## config.mk

```make
export PLATFORM = sky130hd
export DESIGN_NAME = scsr_top
export DESIGN_NICKNAME = d
export VERILOG_FILES = /design/src/core/scsr_pkg.sv /design/src/core/scsr_event_status.sv /design/src/core/scsr_reset_cause.sv /design/src/core/scsr_top.sv
export VERILOG_INCLUDE_DIRS = /design/src /design/src/core
export SDC_FILE = /design/constraint.sdc
export NUM_CORES = 1
export LEC_CHECK = 0
export ABC_AREA = 1
export BUFFER_PORTS_ARGS = -buffer_cell sky130_fd_sc_hd__buf_2
export CORE_MARGIN = 2
export CORE_UTILIZATION = 44
export CTS_CLUSTER_SIZE = 24
export DETAILED_ROUTE_END_ITERATION = 8
export PLACE_DENSITY = 0.8
export SLEW_MARGIN = 20
export SYNTH_ARGS = -nofsm -noshare
export SYNTH_HDL_FRONTEND = slang
export SYNTH_SLANG_ARGS = --single-unit
```

## constraint.sdc

```tcl
create_clock -name CLK -period 0.8 [get_ports CLK]
set_input_delay 0.08 -clock CLK [delete_from_list [all_inputs] [get_ports CLK]]
set_output_delay 0.08 -clock CLK [all_outputs]
set_load 0.1 [all_outputs]
```

## src/core/scsr_params.svh

```systemverilog
// Purpose: offsets, field positions, reset values and widths of the status and reset-cause block
// Assumes: APB with 32-bit data, one aligned word per register
// Notes:   raw status sits at 0x050, mask at 0x054, masked status at 0x058, cause at 0x05C
`ifndef SCSR_PARAMS_SVH
`define SCSR_PARAMS_SVH

`define SCSR_ADDR_W          12
`define SCSR_OFF_RAW         12'h050
`define SCSR_OFF_MASK        12'h054
`define SCSR_OFF_MASKED      12'h058
`define SCSR_OFF_CAUSE       12'h05C

`define SCSR_EVT_W           7
`define SCSR_EVT_LIVE        7'h7E
`define SCSR_EVT_PLL_LOCK    6
`define SCSR_EVT_CUR_LIMIT   5
`define SCSR_EVT_INT_OSC     4
`define SCSR_EVT_MAIN_OSC    3
`define SCSR_EVT_REG_LOSS    2
`define SCSR_EVT_BROWNOUT    1

`define SCSR_CAUSE_W         6
`define SCSR_CAUSE_REG_LOSS  5
`define SCSR_CAUSE_SOFTWARE  4
`define SCSR_CAUSE_WATCHDOG  3
`define SCSR_CAUSE_BROWNOUT  2
`define SCSR_CAUSE_POWER_ON  1
`define SCSR_CAUSE_EXTERNAL  0

`define SCSR_RESET_EVT       7'h00
`define SCSR_RESET_CAUSE     6'h00
`define SCSR_RDATA_ZERO      32'h0000_0000

`endif

```

## src/core/scsr_pkg.sv

```systemverilog
// Purpose: shared types of the status and reset-cause block
// Assumes: scsr_params.svh sets the widths
// Notes:   bus request travels as one packed struct
`include "scsr_params.svh"
package scsr_pkg;
  typedef logic [`SCSR_EVT_W-1:0]   scsr_evt_t;
  typedef logic [`SCSR_CAUSE_W-1:0] scsr_cause_t;
  typedef struct packed {
    logic                    wr;
    logic                    rd;
    logic [`SCSR_ADDR_W-1:0] addr;
    logic [31:0]             wdata;
  } scsr_req_t;
endpackage

```

## src/core/scsr_event_status.sv

```systemverilog
// Purpose: sticky raw event bits, mask and masked status with write-one-to-clear
// Assumes: event inputs are already synchronised to CLK
// Notes:   a set arriving in the clear cycle wins
`timescale 1ns/1ps
`include "scsr_params.svh"
module scsr_event_status (
  // clock and reset
  input  wire logic              clk,
  input  wire logic              rst_b,
  // event pulses or levels
  input  wire scsr_pkg::scsr_evt_t events,
  // software controls
  input  wire logic              mask_we,
  input  wire scsr_pkg::scsr_evt_t mask_wdata,
  input  wire logic              clr_we,
  input  wire scsr_pkg::scsr_evt_t clr_wdata,
  // state
  output scsr_pkg::scsr_evt_t     raw_r,
  output scsr_pkg::scsr_evt_t     mask_r,
  output scsr_pkg::scsr_evt_t     masked
);
  scsr_pkg::scsr_evt_t raw_nxt;
  scsr_pkg::scsr_evt_t clr_bits;

  // clearing a masked bit also clears its raw bit; unmasked bits ignore the clear
  assign clr_bits = clr_we ? (clr_wdata & mask_r & `SCSR_EVT_LIVE) : `SCSR_RESET_EVT;
  assign raw_nxt  = ((raw_r & ~clr_bits) | events) & `SCSR_EVT_LIVE;
  assign masked   = raw_r & mask_r;

  // raw bits and mask are flops; masked view is a gate
  always_ff @(posedge clk or negedge rst_b)
  begin
    if (!rst_b)
    begin
      raw_r  <= `SCSR_RESET_EVT;
      mask_r <= `SCSR_RESET_EVT;
    end
    else
    begin
      raw_r <= raw_nxt;
      if (mask_we)
        mask_r <= mask_wdata & `SCSR_EVT_LIVE;
    end
  end
endmodule

```

## src/core/scsr_reset_cause.sv

```systemverilog
// Purpose: reset-cause record, loaded from cause strobes that survive the system reset
// Assumes: this logic sits on the always-on reset, not the system reset
// Notes:   external reset wipes other causes, others accumulate
`timescale 1ns/1ps
`include "scsr_params.svh"
module scsr_reset_cause (
  // clock and power-on reset
  input  wire logic                  clk,
  input  wire logic                  por_b,
  // synchronised cause strobes
  input  wire scsr_pkg::scsr_cause_t cause_in,
  // software write
  input  wire logic                  we,
  input  wire scsr_pkg::scsr_cause_t wdata,
  // record
  output scsr_pkg::scsr_cause_t      cause_r
);
  scsr_pkg::scsr_cause_t cause_nxt;
  scsr_pkg::scsr_cause_t base;
  logic                  ext_hit;

  // software may overwrite; hardware sets win over the same-cycle write
  assign base      = we ? wdata : cause_r;
  assign ext_hit   = cause_in[`SCSR_CAUSE_EXTERNAL];
  // external reset keeps only its own bit; others are or-ed in
  assign cause_nxt = ext_hit ? (scsr_pkg::scsr_cause_t'(1) << `SCSR_CAUSE_EXTERNAL)
                             : (base | cause_in);

  // power-on is recorded on the first edge after the power-on release
  always_ff @(posedge clk or negedge por_b)
  begin
    if (!por_b)
      cause_r <= `SCSR_RESET_CAUSE;
    else
      cause_r <= cause_nxt;
  end
endmodule

```

## src/core/scsr_top.sv

```systemverilog
// Purpose: system event status and reset-cause registers behind an APB slave
// Assumes: CLK 20 MHz; RST_B async active low is the always-on power-on reset
// Notes:   cause and event inputs are pins, double-flopped before use
//
// How it works
// - current-limit event sets raw status bit five
// - write one clears status bit, zero keeps
// - clearing masked bit also clears raw bit
// - masked bit is raw gated by mask
// - cause register loaded from reset sources
// - external reset sets bit zero, clears others
// - other causes set their bit and accumulate
// - regulator loss sets cause bit five
// - software reset sets cause bit four
// - watchdog reset sets cause bit three
// - brown-out reset sets cause bit two
// - power-on reset sets cause bit one
// - external reset pin sets cause bit zero
// - cause bits readable and writable by software
// - cause bits 31:6 read zero, ignore writes
//
// The APB interface to the registers was chosen for this implementation.
`timescale 1ns/1ps
`include "scsr_params.svh"
module scsr_top (
  // clock and reset
  input  wire logic        CLK,
  input  wire logic        RST_B,
  // apb slave
  input  wire logic        PSEL,
  input  wire logic        PENABLE,
  input  wire logic        PWRITE,
  input  wire logic [11:0] PADDR,
  input  wire logic [31:0] PWDATA,
  output logic      [31:0] PRDATA,
  output logic             PREADY,
  output logic             PSLVERR,
  // system event detectors
  input  wire logic        PLL_LOCK_EVT,
  input  wire logic        CUR_LIMIT_EVT,
  input  wire logic        INT_OSC_FAULT_EVT,
  input  wire logic        MAIN_OSC_FAULT_EVT,
  input  wire logic        REG_LOSS_EVT,
  input  wire logic        BROWNOUT_EVT,
  // reset source strobes
  input  wire logic        REG_LOSS_RST,
  input  wire logic        SOFTWARE_RST,
  input  wire logic        WATCHDOG_RST,
  input  wire logic        BROWNOUT_RST,
  input  wire logic        EXTERNAL_RST,
  // interrupt
  output logic             IRQ
);
  // synchroniser stages: raw pins into two flops
  scsr_pkg::scsr_evt_t   evt_pin;
  scsr_pkg::scsr_evt_t   evt_s1_r;
  scsr_pkg::scsr_evt_t   evt_s2_r;
  scsr_pkg::scsr_cause_t cause_pin;
  scsr_pkg::scsr_cause_t cause_s1_r;
  scsr_pkg::scsr_cause_t cause_s2_r;
  scsr_pkg::scsr_cause_t cause_evt;
  logic                  por_pend_r;
  scsr_pkg::scsr_req_t   req;
  logic                  hit_raw;
  logic                  hit_mask;
  logic                  hit_masked;
  logic                  hit_cause;
  logic                  hit_any;
  scsr_pkg::scsr_evt_t   raw_r;
  scsr_pkg::scsr_evt_t   mask_r;
  scsr_pkg::scsr_evt_t   masked;
  scsr_pkg::scsr_cause_t cause_r;
  logic [31:0]           rdata_nxt;
  logic [31:0]           prdata_r;

  // event pins gathered into their bit positions; bit 0 is never live
  assign evt_pin = {PLL_LOCK_EVT, CUR_LIMIT_EVT, INT_OSC_FAULT_EVT,
                    MAIN_OSC_FAULT_EVT, REG_LOSS_EVT, BROWNOUT_EVT, 1'b0};

  // cause pins in cause-bit order; power-on comes from the reset release below
  assign cause_pin = {REG_LOSS_RST,
                      SOFTWARE_RST,
                      WATCHDOG_RST,
                      BROWNOUT_RST,
                      1'b0,
                      EXTERNAL_RST};

  // two-flop synchronisers; only the second stage is read
  always_ff @(posedge CLK or negedge RST_B)
  begin
    if (!RST_B)
    begin
      evt_s1_r   <= `SCSR_RESET_EVT;
      evt_s2_r   <= `SCSR_RESET_EVT;
      cause_s1_r <= `SCSR_RESET_CAUSE;
      cause_s2_r <= `SCSR_RESET_CAUSE;
    end
    else
    begin
      evt_s1_r   <= evt_pin;
      evt_s2_r   <= evt_s1_r;
      cause_s1_r <= cause_pin;
      cause_s2_r <= cause_s1_r;
    end
  end

  // one pending flag marks the first edge after power-on release
  always_ff @(posedge CLK or negedge RST_B)
  begin
    if (!RST_B)
      por_pend_r <= 1'b1;
    else
      por_pend_r <= 1'b0;
  end

  // power-on is caught by a clocked process, never by the async reset itself
  assign cause_evt = cause_s2_r
                   | (por_pend_r ? (scsr_pkg::scsr_cause_t'(1) << `SCSR_CAUSE_POWER_ON)
                                 : `SCSR_RESET_CAUSE);

  // apb request: writes land in the access phase, zero wait states
  assign req.wr    = PSEL & PENABLE & PWRITE;
  assign req.rd    = PSEL & ~PENABLE & ~PWRITE;
  assign req.addr  = PADDR;
  assign req.wdata = PWDATA;

  // address decode; unmapped addresses answer with an error
  assign hit_raw    = (req.addr == `SCSR_OFF_RAW);
  assign hit_mask   = (req.addr == `SCSR_OFF_MASK);
  assign hit_masked = (req.addr == `SCSR_OFF_MASKED);
  assign hit_cause  = (req.addr == `SCSR_OFF_CAUSE);
  assign hit_any    = hit_raw | hit_mask | hit_masked | hit_cause;

  // sticky events, mask and write-one-to-clear status
  scsr_event_status u_evt (
    .clk        (CLK),
    .rst_b      (RST_B),
    .events     (evt_s2_r),
    .mask_we    (req.wr & hit_mask),
    .mask_wdata (req.wdata[`SCSR_EVT_W-1:0]),
    .clr_we     (req.wr & hit_masked),
    .clr_wdata  (req.wdata[`SCSR_EVT_W-1:0]),
    .raw_r      (raw_r),
    .mask_r     (mask_r),
    .masked     (masked)
  );

  // reset-cause record; upper write bits are dropped
  scsr_reset_cause u_cause (
    .clk      (CLK),
    .por_b    (RST_B),
    .cause_in (cause_evt),
    .we       (req.wr & hit_cause),
    .wdata    (req.wdata[`SCSR_CAUSE_W-1:0]),
    .cause_r  (cause_r)
  );

  // read mux; narrow registers zero-extend so reserved bits read zero
  assign rdata_nxt = hit_raw    ? {25'h000_0000, raw_r}     :
                     hit_mask   ? {25'h000_0000, mask_r}    :
                     hit_masked ? {25'h000_0000, masked}    :
                     hit_cause  ? {26'h000_0000, cause_r}   :
                     `SCSR_RDATA_ZERO;

  // read data captured in setup phase so it stands flopped in access phase
  always_ff @(posedge CLK or negedge RST_B)
  begin
    if (!RST_B)
      prdata_r <= `SCSR_RDATA_ZERO;
    else if (req.rd)
      prdata_r <= rdata_nxt;
  end

  assign PRDATA  = prdata_r;
  assign PREADY  = 1'b1;
  assign PSLVERR = PSEL & PENABLE & ~hit_any;

  // level interrupt while any masked status bit is set
  assign IRQ = |masked;
endmodule

```

==> results of run 1 <==
-- report_power, final --
group | total [mW] | internal (mW) | switching [mW]
clock | 1.71 | 0.928 | 0.784
combinational | 1.10 | 0.256 | 0.847
sequential | 2.53 | 2.50 | 0.0256
total | 5.34 | 3.68 | 1.66
-- logic make-up (layout without fill, tap and decap cells) --
family,count (synthesis),after routing,synth area share (%)
buffers and inverters,82,162,18.3
AOI/OAI and AO/OA,31,31,8.19
DFF,48,48,50.2
other,2,27,0.313
and+or+nand+nor,114,114,23.1
-- per-stage QoR --
stage                     utilization, %  TNS (ps)  power, mW  instances  setup slack (ps)
after floorplan                        -     -3090       3.40        302              -394
after global placement              59.5     -8960       3.53        416              -482
after detailed placement            59.5     -9940       3.55        416              -493
after CTS                           68.7     -4420       5.32        444              -739
after global routing                73.0     -7660       5.53        452              -798
final                               73.0     -5770       5.34        452              -758
-- area by class of cell --
class / instances / area (µm²)
Multi-Input combinational cell: 172 / 1140
Sequential cell: 48 / 1210
Inverter: 51 / 194
Clock inverter: 2 / 35.0
Clock buffer: 6 / 72.6
Fill cell: 352 / 1400
Timing Repair Buffer: 103 / 1030
Tap cell: 70 / 87.6
-- worst max-delay path: stages (launching register included) --
cell     delay (ps)
dfrtp_1         390
nand2_1          90
inv_2            50
nor4_4          330
nand3_4         120
buf_12          180
-- timing repair --
action / CTS / global route
setup buffers: 7 / 9
resized for setup: 36 / 38
hold endpoints to repair: 59 / 0
cloned: 2 / 2
pin swaps: 24 / 34
setup endpoints to repair: 31 / 34
hold buffers: 12 / 0
-- synth_stat cells, types with 2 or more instances --
cell	n	area (µm²)
o21ai_0	7	35.0
inv_1	50	188
buf_6	2	22.5
nor3_1	2	10.0
a21oi_1	7	35.0
nand3_1	14	70.1
nand4_1	6	37.5
nor2_2	3	18.8
buf_4	28	210
nand3_2	2	20.0
conb_1	2	7.51
o2111ai_1	5	43.8
nor2_4	4	45.0
dfrtp_1	47	1180
o21ai_2	6	52.6
nor2_1	2	7.51
nand2_1	69	259
o21ai_1	6	30.0
nand2_2	5	31.3
nand3b_1	5	37.5
-- per-layer routing --
metal / vias up / GRT usage [%]
li1: 1013 / -
met1: 1023 / 23.0
met2: 118 / 36.7
met3: 16 / 3.60
met4: 0 / 4.82
met5: - / 0
-- flip-flops by register name, indices dropped and copies added, names as in the netlist --
signal and cells:
PRDATA 7, evt_s1_r 6, evt_s2_r 6, u_cause.cause_r 6, u_evt.mask_r 6, u_evt.raw_r 6, cause_s1_r 5, cause_s2_r 5
por_pend_r 1
-- placed cells by master, fill, tap and decap left out, types with 2 or more instances in the layout --
cell type / netlist / routed
nand3_2: 2 / 7
nand2_1: 69 / 50
a21oi_1: 7 / 3
dfrtp_1: 47 / 40
nand2_2: 5 / 14
dlygate4sd3_1: 0 / 12
dfrtp_2: 0 / 6
clkbuf_8: 1 / 5
buf_2: 0 / 27
clkbuf_16: 0 / 2
nand3_4: 0 / 3
nor3_2: 1 / 2
inv_2: 1 / 6
o2111ai_2: 0 / 3
o2111ai_1: 5 / 2
buf_12: 0 / 11
inv_1: 50 / 44
nor2_4: 4 / 9
buf_4: 28 / 29
nand2_4: 0 / 10
conb_1: 2 / 27
o21ai_1: 6 / 5
a21oi_2: 0 / 3
o21ai_2: 6 / 14
buf_6: 2 / 20
nand3b_1: 5 / 5
nand3_1: 14 / 6
nand4_1: 6 / 6
-- worst max-delay path by stage --
stage,slack [ps],from,end
after global routing,-800,u_evt.mask_r[2],IRQ
final,-760,u_evt.mask_r[2],IRQ
after floorplan,-390,u_evt.mask_r[3],IRQ
after global placement,-480,u_evt.raw_r[3],IRQ
after detailed placement,-490,u_evt.raw_r[3],IRQ
after CTS,-740,u_evt.raw_r[2],IRQ
==> results by group, run 1 <==
GRT
  – Number of global-route vias before repair: 2073
  – First-pass GRT wire length: 9320 µm
  – Gr usage total: 19.6%
  – Largest net degree at the start of global routing: 49
  – Gr ovfl total: 0
  – Initial antenna violation count: 0

Die
  – # IOs: 95
  – Cell Rows: 26
  – Die width: 77.8 µm
  – Die H: 77.8 µm
  – Die area: 6060 µm²
  – Core Area: 5170 µm²
  – Starting Density: 46.3%

STA
  – RSZ-0062 raised after global routing: true
  – Slew Limit Fails: 0
  – Final setup fails: 34
  – Final setup margin: -758 ps
  – Max Clock Skew: 7.81 ps
  – Part of the cycle the worst path needs: 195%
  – Fin crit period: 1560 ps
  – Worst hold margin: 5.97 ps
  – Fmax: 642 MHz
  – Final Hold Fails: 0

Cells and area
  – Area Growth Syn to Fin: 57.5%
  – Post-route cell area: 3770 µm²
  – Nets: 441
  – Share of layout cells above drive strength 1: 47.4%
  – Diode count: 0

Clock network
  – CTS tree: yes
  – Reg clk slew, reported paths: 90 ps
  – CTS buffer count: 5
  – Clk Latency, worst-skew pair: 300 ps
  – Clock Sinks: 48
  – H-tree depth: 2
  – Root Buffer: clkbuf_8
  – Clk buf depth: 2

Routing
  – Drt via density: 4.80
  – Via count: 2170
  – Routed WL per cell: 14.1 µm
  – Max layer used: met4
  – Initial DRC count: 97
  – Residual DRC: 0
  – Final WL: 6390 µm
  – Met3 WL: 427 µm
  – Met2 routed WL: 3430 µm
  – M1 WL: 2390 µm
  – First-pass detailed-route iteration total: 4
  – Remaining antenna violation count: 0

Worst setup path
  – Worst reg-to-reg path cell count: 8
  – CP Max Fanout: 2
  – Worst R2R Setup Slack: -300 ps
  – Startpoint types: flip-flop
  – Crit path capture type: output pin
  – Worst reg2reg startpoint: u_cause.cause_r[4]
  – Critical path class: flip-flop to output pin
  – WP data required: 720 ps
  – Reg-to-reg endpoint: PRDATA[4]
  – Crit path DAT: 1480 ps

Pwr
  – VDD IR-drop max: 1510 µV
  – PwrDens: 1410 nW/µm²
  – Leakage power: 1.95 nW

Worst hold path
  – Worst hold path type: primary input to flip-flop
  – Hold Crit Endpoint: u_cause.cause_r[0]
  – Worst hold path startpoint: PWDATA[0]
  – Hold-critical path depth: 3

Placed design
  – DP Area: 3080 µm²
  – Final HPWL DP: 3740 µm
  – Gpl congestion: 0.819
  – Count of input and output buffers: 43

Synth
  – Register bit total from synthesis: 48
  – Cells after synthesis: 277
  – Syn_area_per_cell: 8.65 µm²
  – Yosys Warn Count: 0
  – Ys flop type: dfrtp_1
  – Asr flop ratio synth: 100%
  – Post-Syn Area: 2400 µm²
  – Seq/Total Area, Yosys: 50.2%
  – Distinct cells, synth: 25
  – EDFF count, synth: 0

Run status
  – Failing checks: negative setup slack
  – Status: finished with violations

Job
  – Maximum capacitance violations: 0
Note: power is estimated with default switching activity, not from simulation.
==> run 2, diff against run 1 <==
--- a/config.mk
+++ b/config.mk
@@ -13,6 +13,7 @@
 export CTS_CLUSTER_SIZE = 24
 export DETAILED_ROUTE_END_ITERATION = 8
 export PLACE_DENSITY = 0.8
+export REMOVE_ABC_BUFFERS = 1
 export SLEW_MARGIN = 20
 export SYNTH_ARGS = -nofsm -noshare
 export SYNTH_HDL_FRONTEND = slang
==> run 2 against run 1 <==
  * The flow still finishes with violations (negative setup slack)
  * Combinational power hardly changed
  * Maximum frequency rose by 1.7%
  * Via count fell by 0.83%
  * Power grew 2.7%
  * Largest power group unchanged
==> results by group, run 2 (same netlist as run 1, synthesis figures left out) <==
Run status
  – Status: finished with violations
  – Failing checks: negative setup slack

Clock network
  – CTS tree: yes
  – Clock Sinks: 48
  – CTS buffer count: 5
  – Clk buf depth: 2
  – Clk Latency, worst-skew pair: 300 ps
  – Reg clk slew, reported paths: 110 ps
  – Root Buffer: clkbuf_8
  – H-tree depth: 2

Routing
  – First-pass detailed-route iteration total: 4
  – Max layer used: met4
  – Drt via density: 4.72
  – Met2 routed WL: 3460 µm
  – Met3 WL: 359 µm
  – Remaining antenna violation count: 0
  – Final WL: 6420 µm
  – M1 WL: 2440 µm
  – Via count: 2152
  – Residual DRC: 0
  – Initial DRC count: 126
  – Routed WL per cell: 14.1 µm

GRT
  – Number of global-route vias before repair: 2175
  – Gr ovfl total: 0
  – First-pass GRT wire length: 9870 µm
  – Largest net degree at the start of global routing: 32
  – Initial antenna violation count: 0
  – Gr usage total: 20.8%

Worst setup path
  – Crit path DAT: 1450 ps
  – Critical path class: flip-flop to output pin
  – CP Max Fanout: 2
  – CP delay by family, top: simple AND/OR/NAND/NOR gates
  – Crit-path max cell delay: 410 ps
  – WP data required: 720 ps
  – Crit path cell chain: nand2_1, inv_2, nor4_4, nand3_2, buf_12
  – Critical-path top delay cell: dfrtp_1
  – Worst path depth: 5
  – Crit path capture type: output pin
  – Startpoint types: flip-flop
  – Worst Path Buf+Inv: 2
  – Worst reg-to-reg path cell count: 10

STA
  – Fin crit period: 1530 ps
  – Max Clock Skew: 13.2 ps
  – Part of the cycle the worst path needs: 192%
  – Final Hold Fails: 0
  – Fmax: 653 MHz
  – Final setup fails: 30
  – Sum Neg Setup Slack: -5160 ps
  – RSZ-0062 raised after global routing: true
  – Final setup margin: -732 ps
  – Slew Limit Fails: 0

Cells and area
  – Most frequent cells in the layout: 47 x dfrtp_1, 46 x nand2_1, 44 x inv_1
  – Area Growth Syn to Fin: 56.5%
  – Nets: 445
  – Post-route cell area: 3750 µm²
  – Multi-input logic area: 1120 µm²
  – Max FFs per register: 7
  – Diode count: 0
  – Share of layout cells above drive strength 1: 47.2%
  – Most common cell after layout, fill and taps aside: dfrtp_1
  – Sequential cell area: 1200 µm²
  – Fillers: 327

Die
  – Cell Rows: 26
  – Starting Density: 46.3%
  – Die H: 77.8 µm
  – Core Area: 5170 µm²
  – Die area: 6060 µm²
  – # IOs: 95
  – Die width: 77.8 µm

Worst hold path
  – Hold-critical path depth: 3
  – Worst hold path type: primary input to flip-flop

Pwr
  – VDD IR-drop max: 1240 µV
  – Pwr Total: 5.48 mW
  – PwrDens: 1460 nW/µm²
  – Leakage power: 1.96 nW

Job
  – Maximum capacitance violations: 0

Placed design
  – Count of input and output buffers: 43
  – Gpl congestion: 0.867
  – Final HPWL DP: 3850 µm
  – DP Area: 2930 µm²
-- run 2: repair_timing --
item,4_1_cts,5_1_grt
pin swaps,37,39
buffers inserted,20,14
gates cloned,1,0
endpoints found under the hold margin,59,0
resized for setup,79,35
hold buffers,12,0
endpoints found under the setup margin,33,34
-- run 2: worst paths after layout --
| check | start | to | slack [ps] |
|---|---|---|---|
| min in group asynchronous | RST_B | cause_s1_r[0] | 140 |
| hold reg to reg | evt_s1_r[5] | evt_s2_r[5] | 340 |
| setup reg to reg | u_evt.raw_r[3] | PRDATA[3] | -370 |
| max in group asynchronous | RST_B | PRDATA[4] | 250 |
| hold / removal | PWDATA[0] | u_cause.cause_r[0] | 20 |
| setup / recovery | u_evt.raw_r[2] | IRQ | -730 |
-- run 2: where the power goes --
| part | internal [mW] | switching (mW) |
|---|---|---|
| sequential | 2.50 | 0.0291 |
| clock | 0.965 | 0.874 |
| combinational | 0.270 | 0.845 |
| total | 3.74 | 1.75 |
-- run 2: per-stage QoR --
| step | hold slack, ps | util (%) | cells | worst slack [ps] |
|---|---|---|---|---|
| after CTS | 0.783 | 69.5 | 451 | -698 |
| after global routing | 15.4 | 72.5 | 456 | -771 |
| after floorplan | -216 | - | 271 | -1160 |
| after detailed placement | -81.6 | 56.7 | 416 | -495 |
| after global placement | -83.5 | 56.7 | 416 | -451 |
| final | 22.3 | 72.5 | 456 | -732 |
-- run 2: layout make-up --
type | instances | share of cell area, %
multi-input combinational | 172 | 30.0
sequential | 48 | 32.1
timing repair buffer | 107 | 27.4
inverter | 51 | 5.10
clock inverter | 3 | 1.33
clock buffer | 5 | 1.83
tap | 70 | 2.33
-- run 2: worst register-to-register path, cell delays in order, from the launching register on --
cell and delay, ps:
dfrtp_1 390, nand2_1 90, inv_2 60, buf_6 110, buf_6 100, nand3_2 60, nand2_1 60, inv_1 50
nand2_1 40, nand2_1 60, nand2_1 50
-- run 2: per-layer routing --
layer  up-vias  track usage, %
met5         -               0
met1      1013            24.6
met3        14            3.72
met4         0            7.86
li1       1024               -
met2       101            37.3
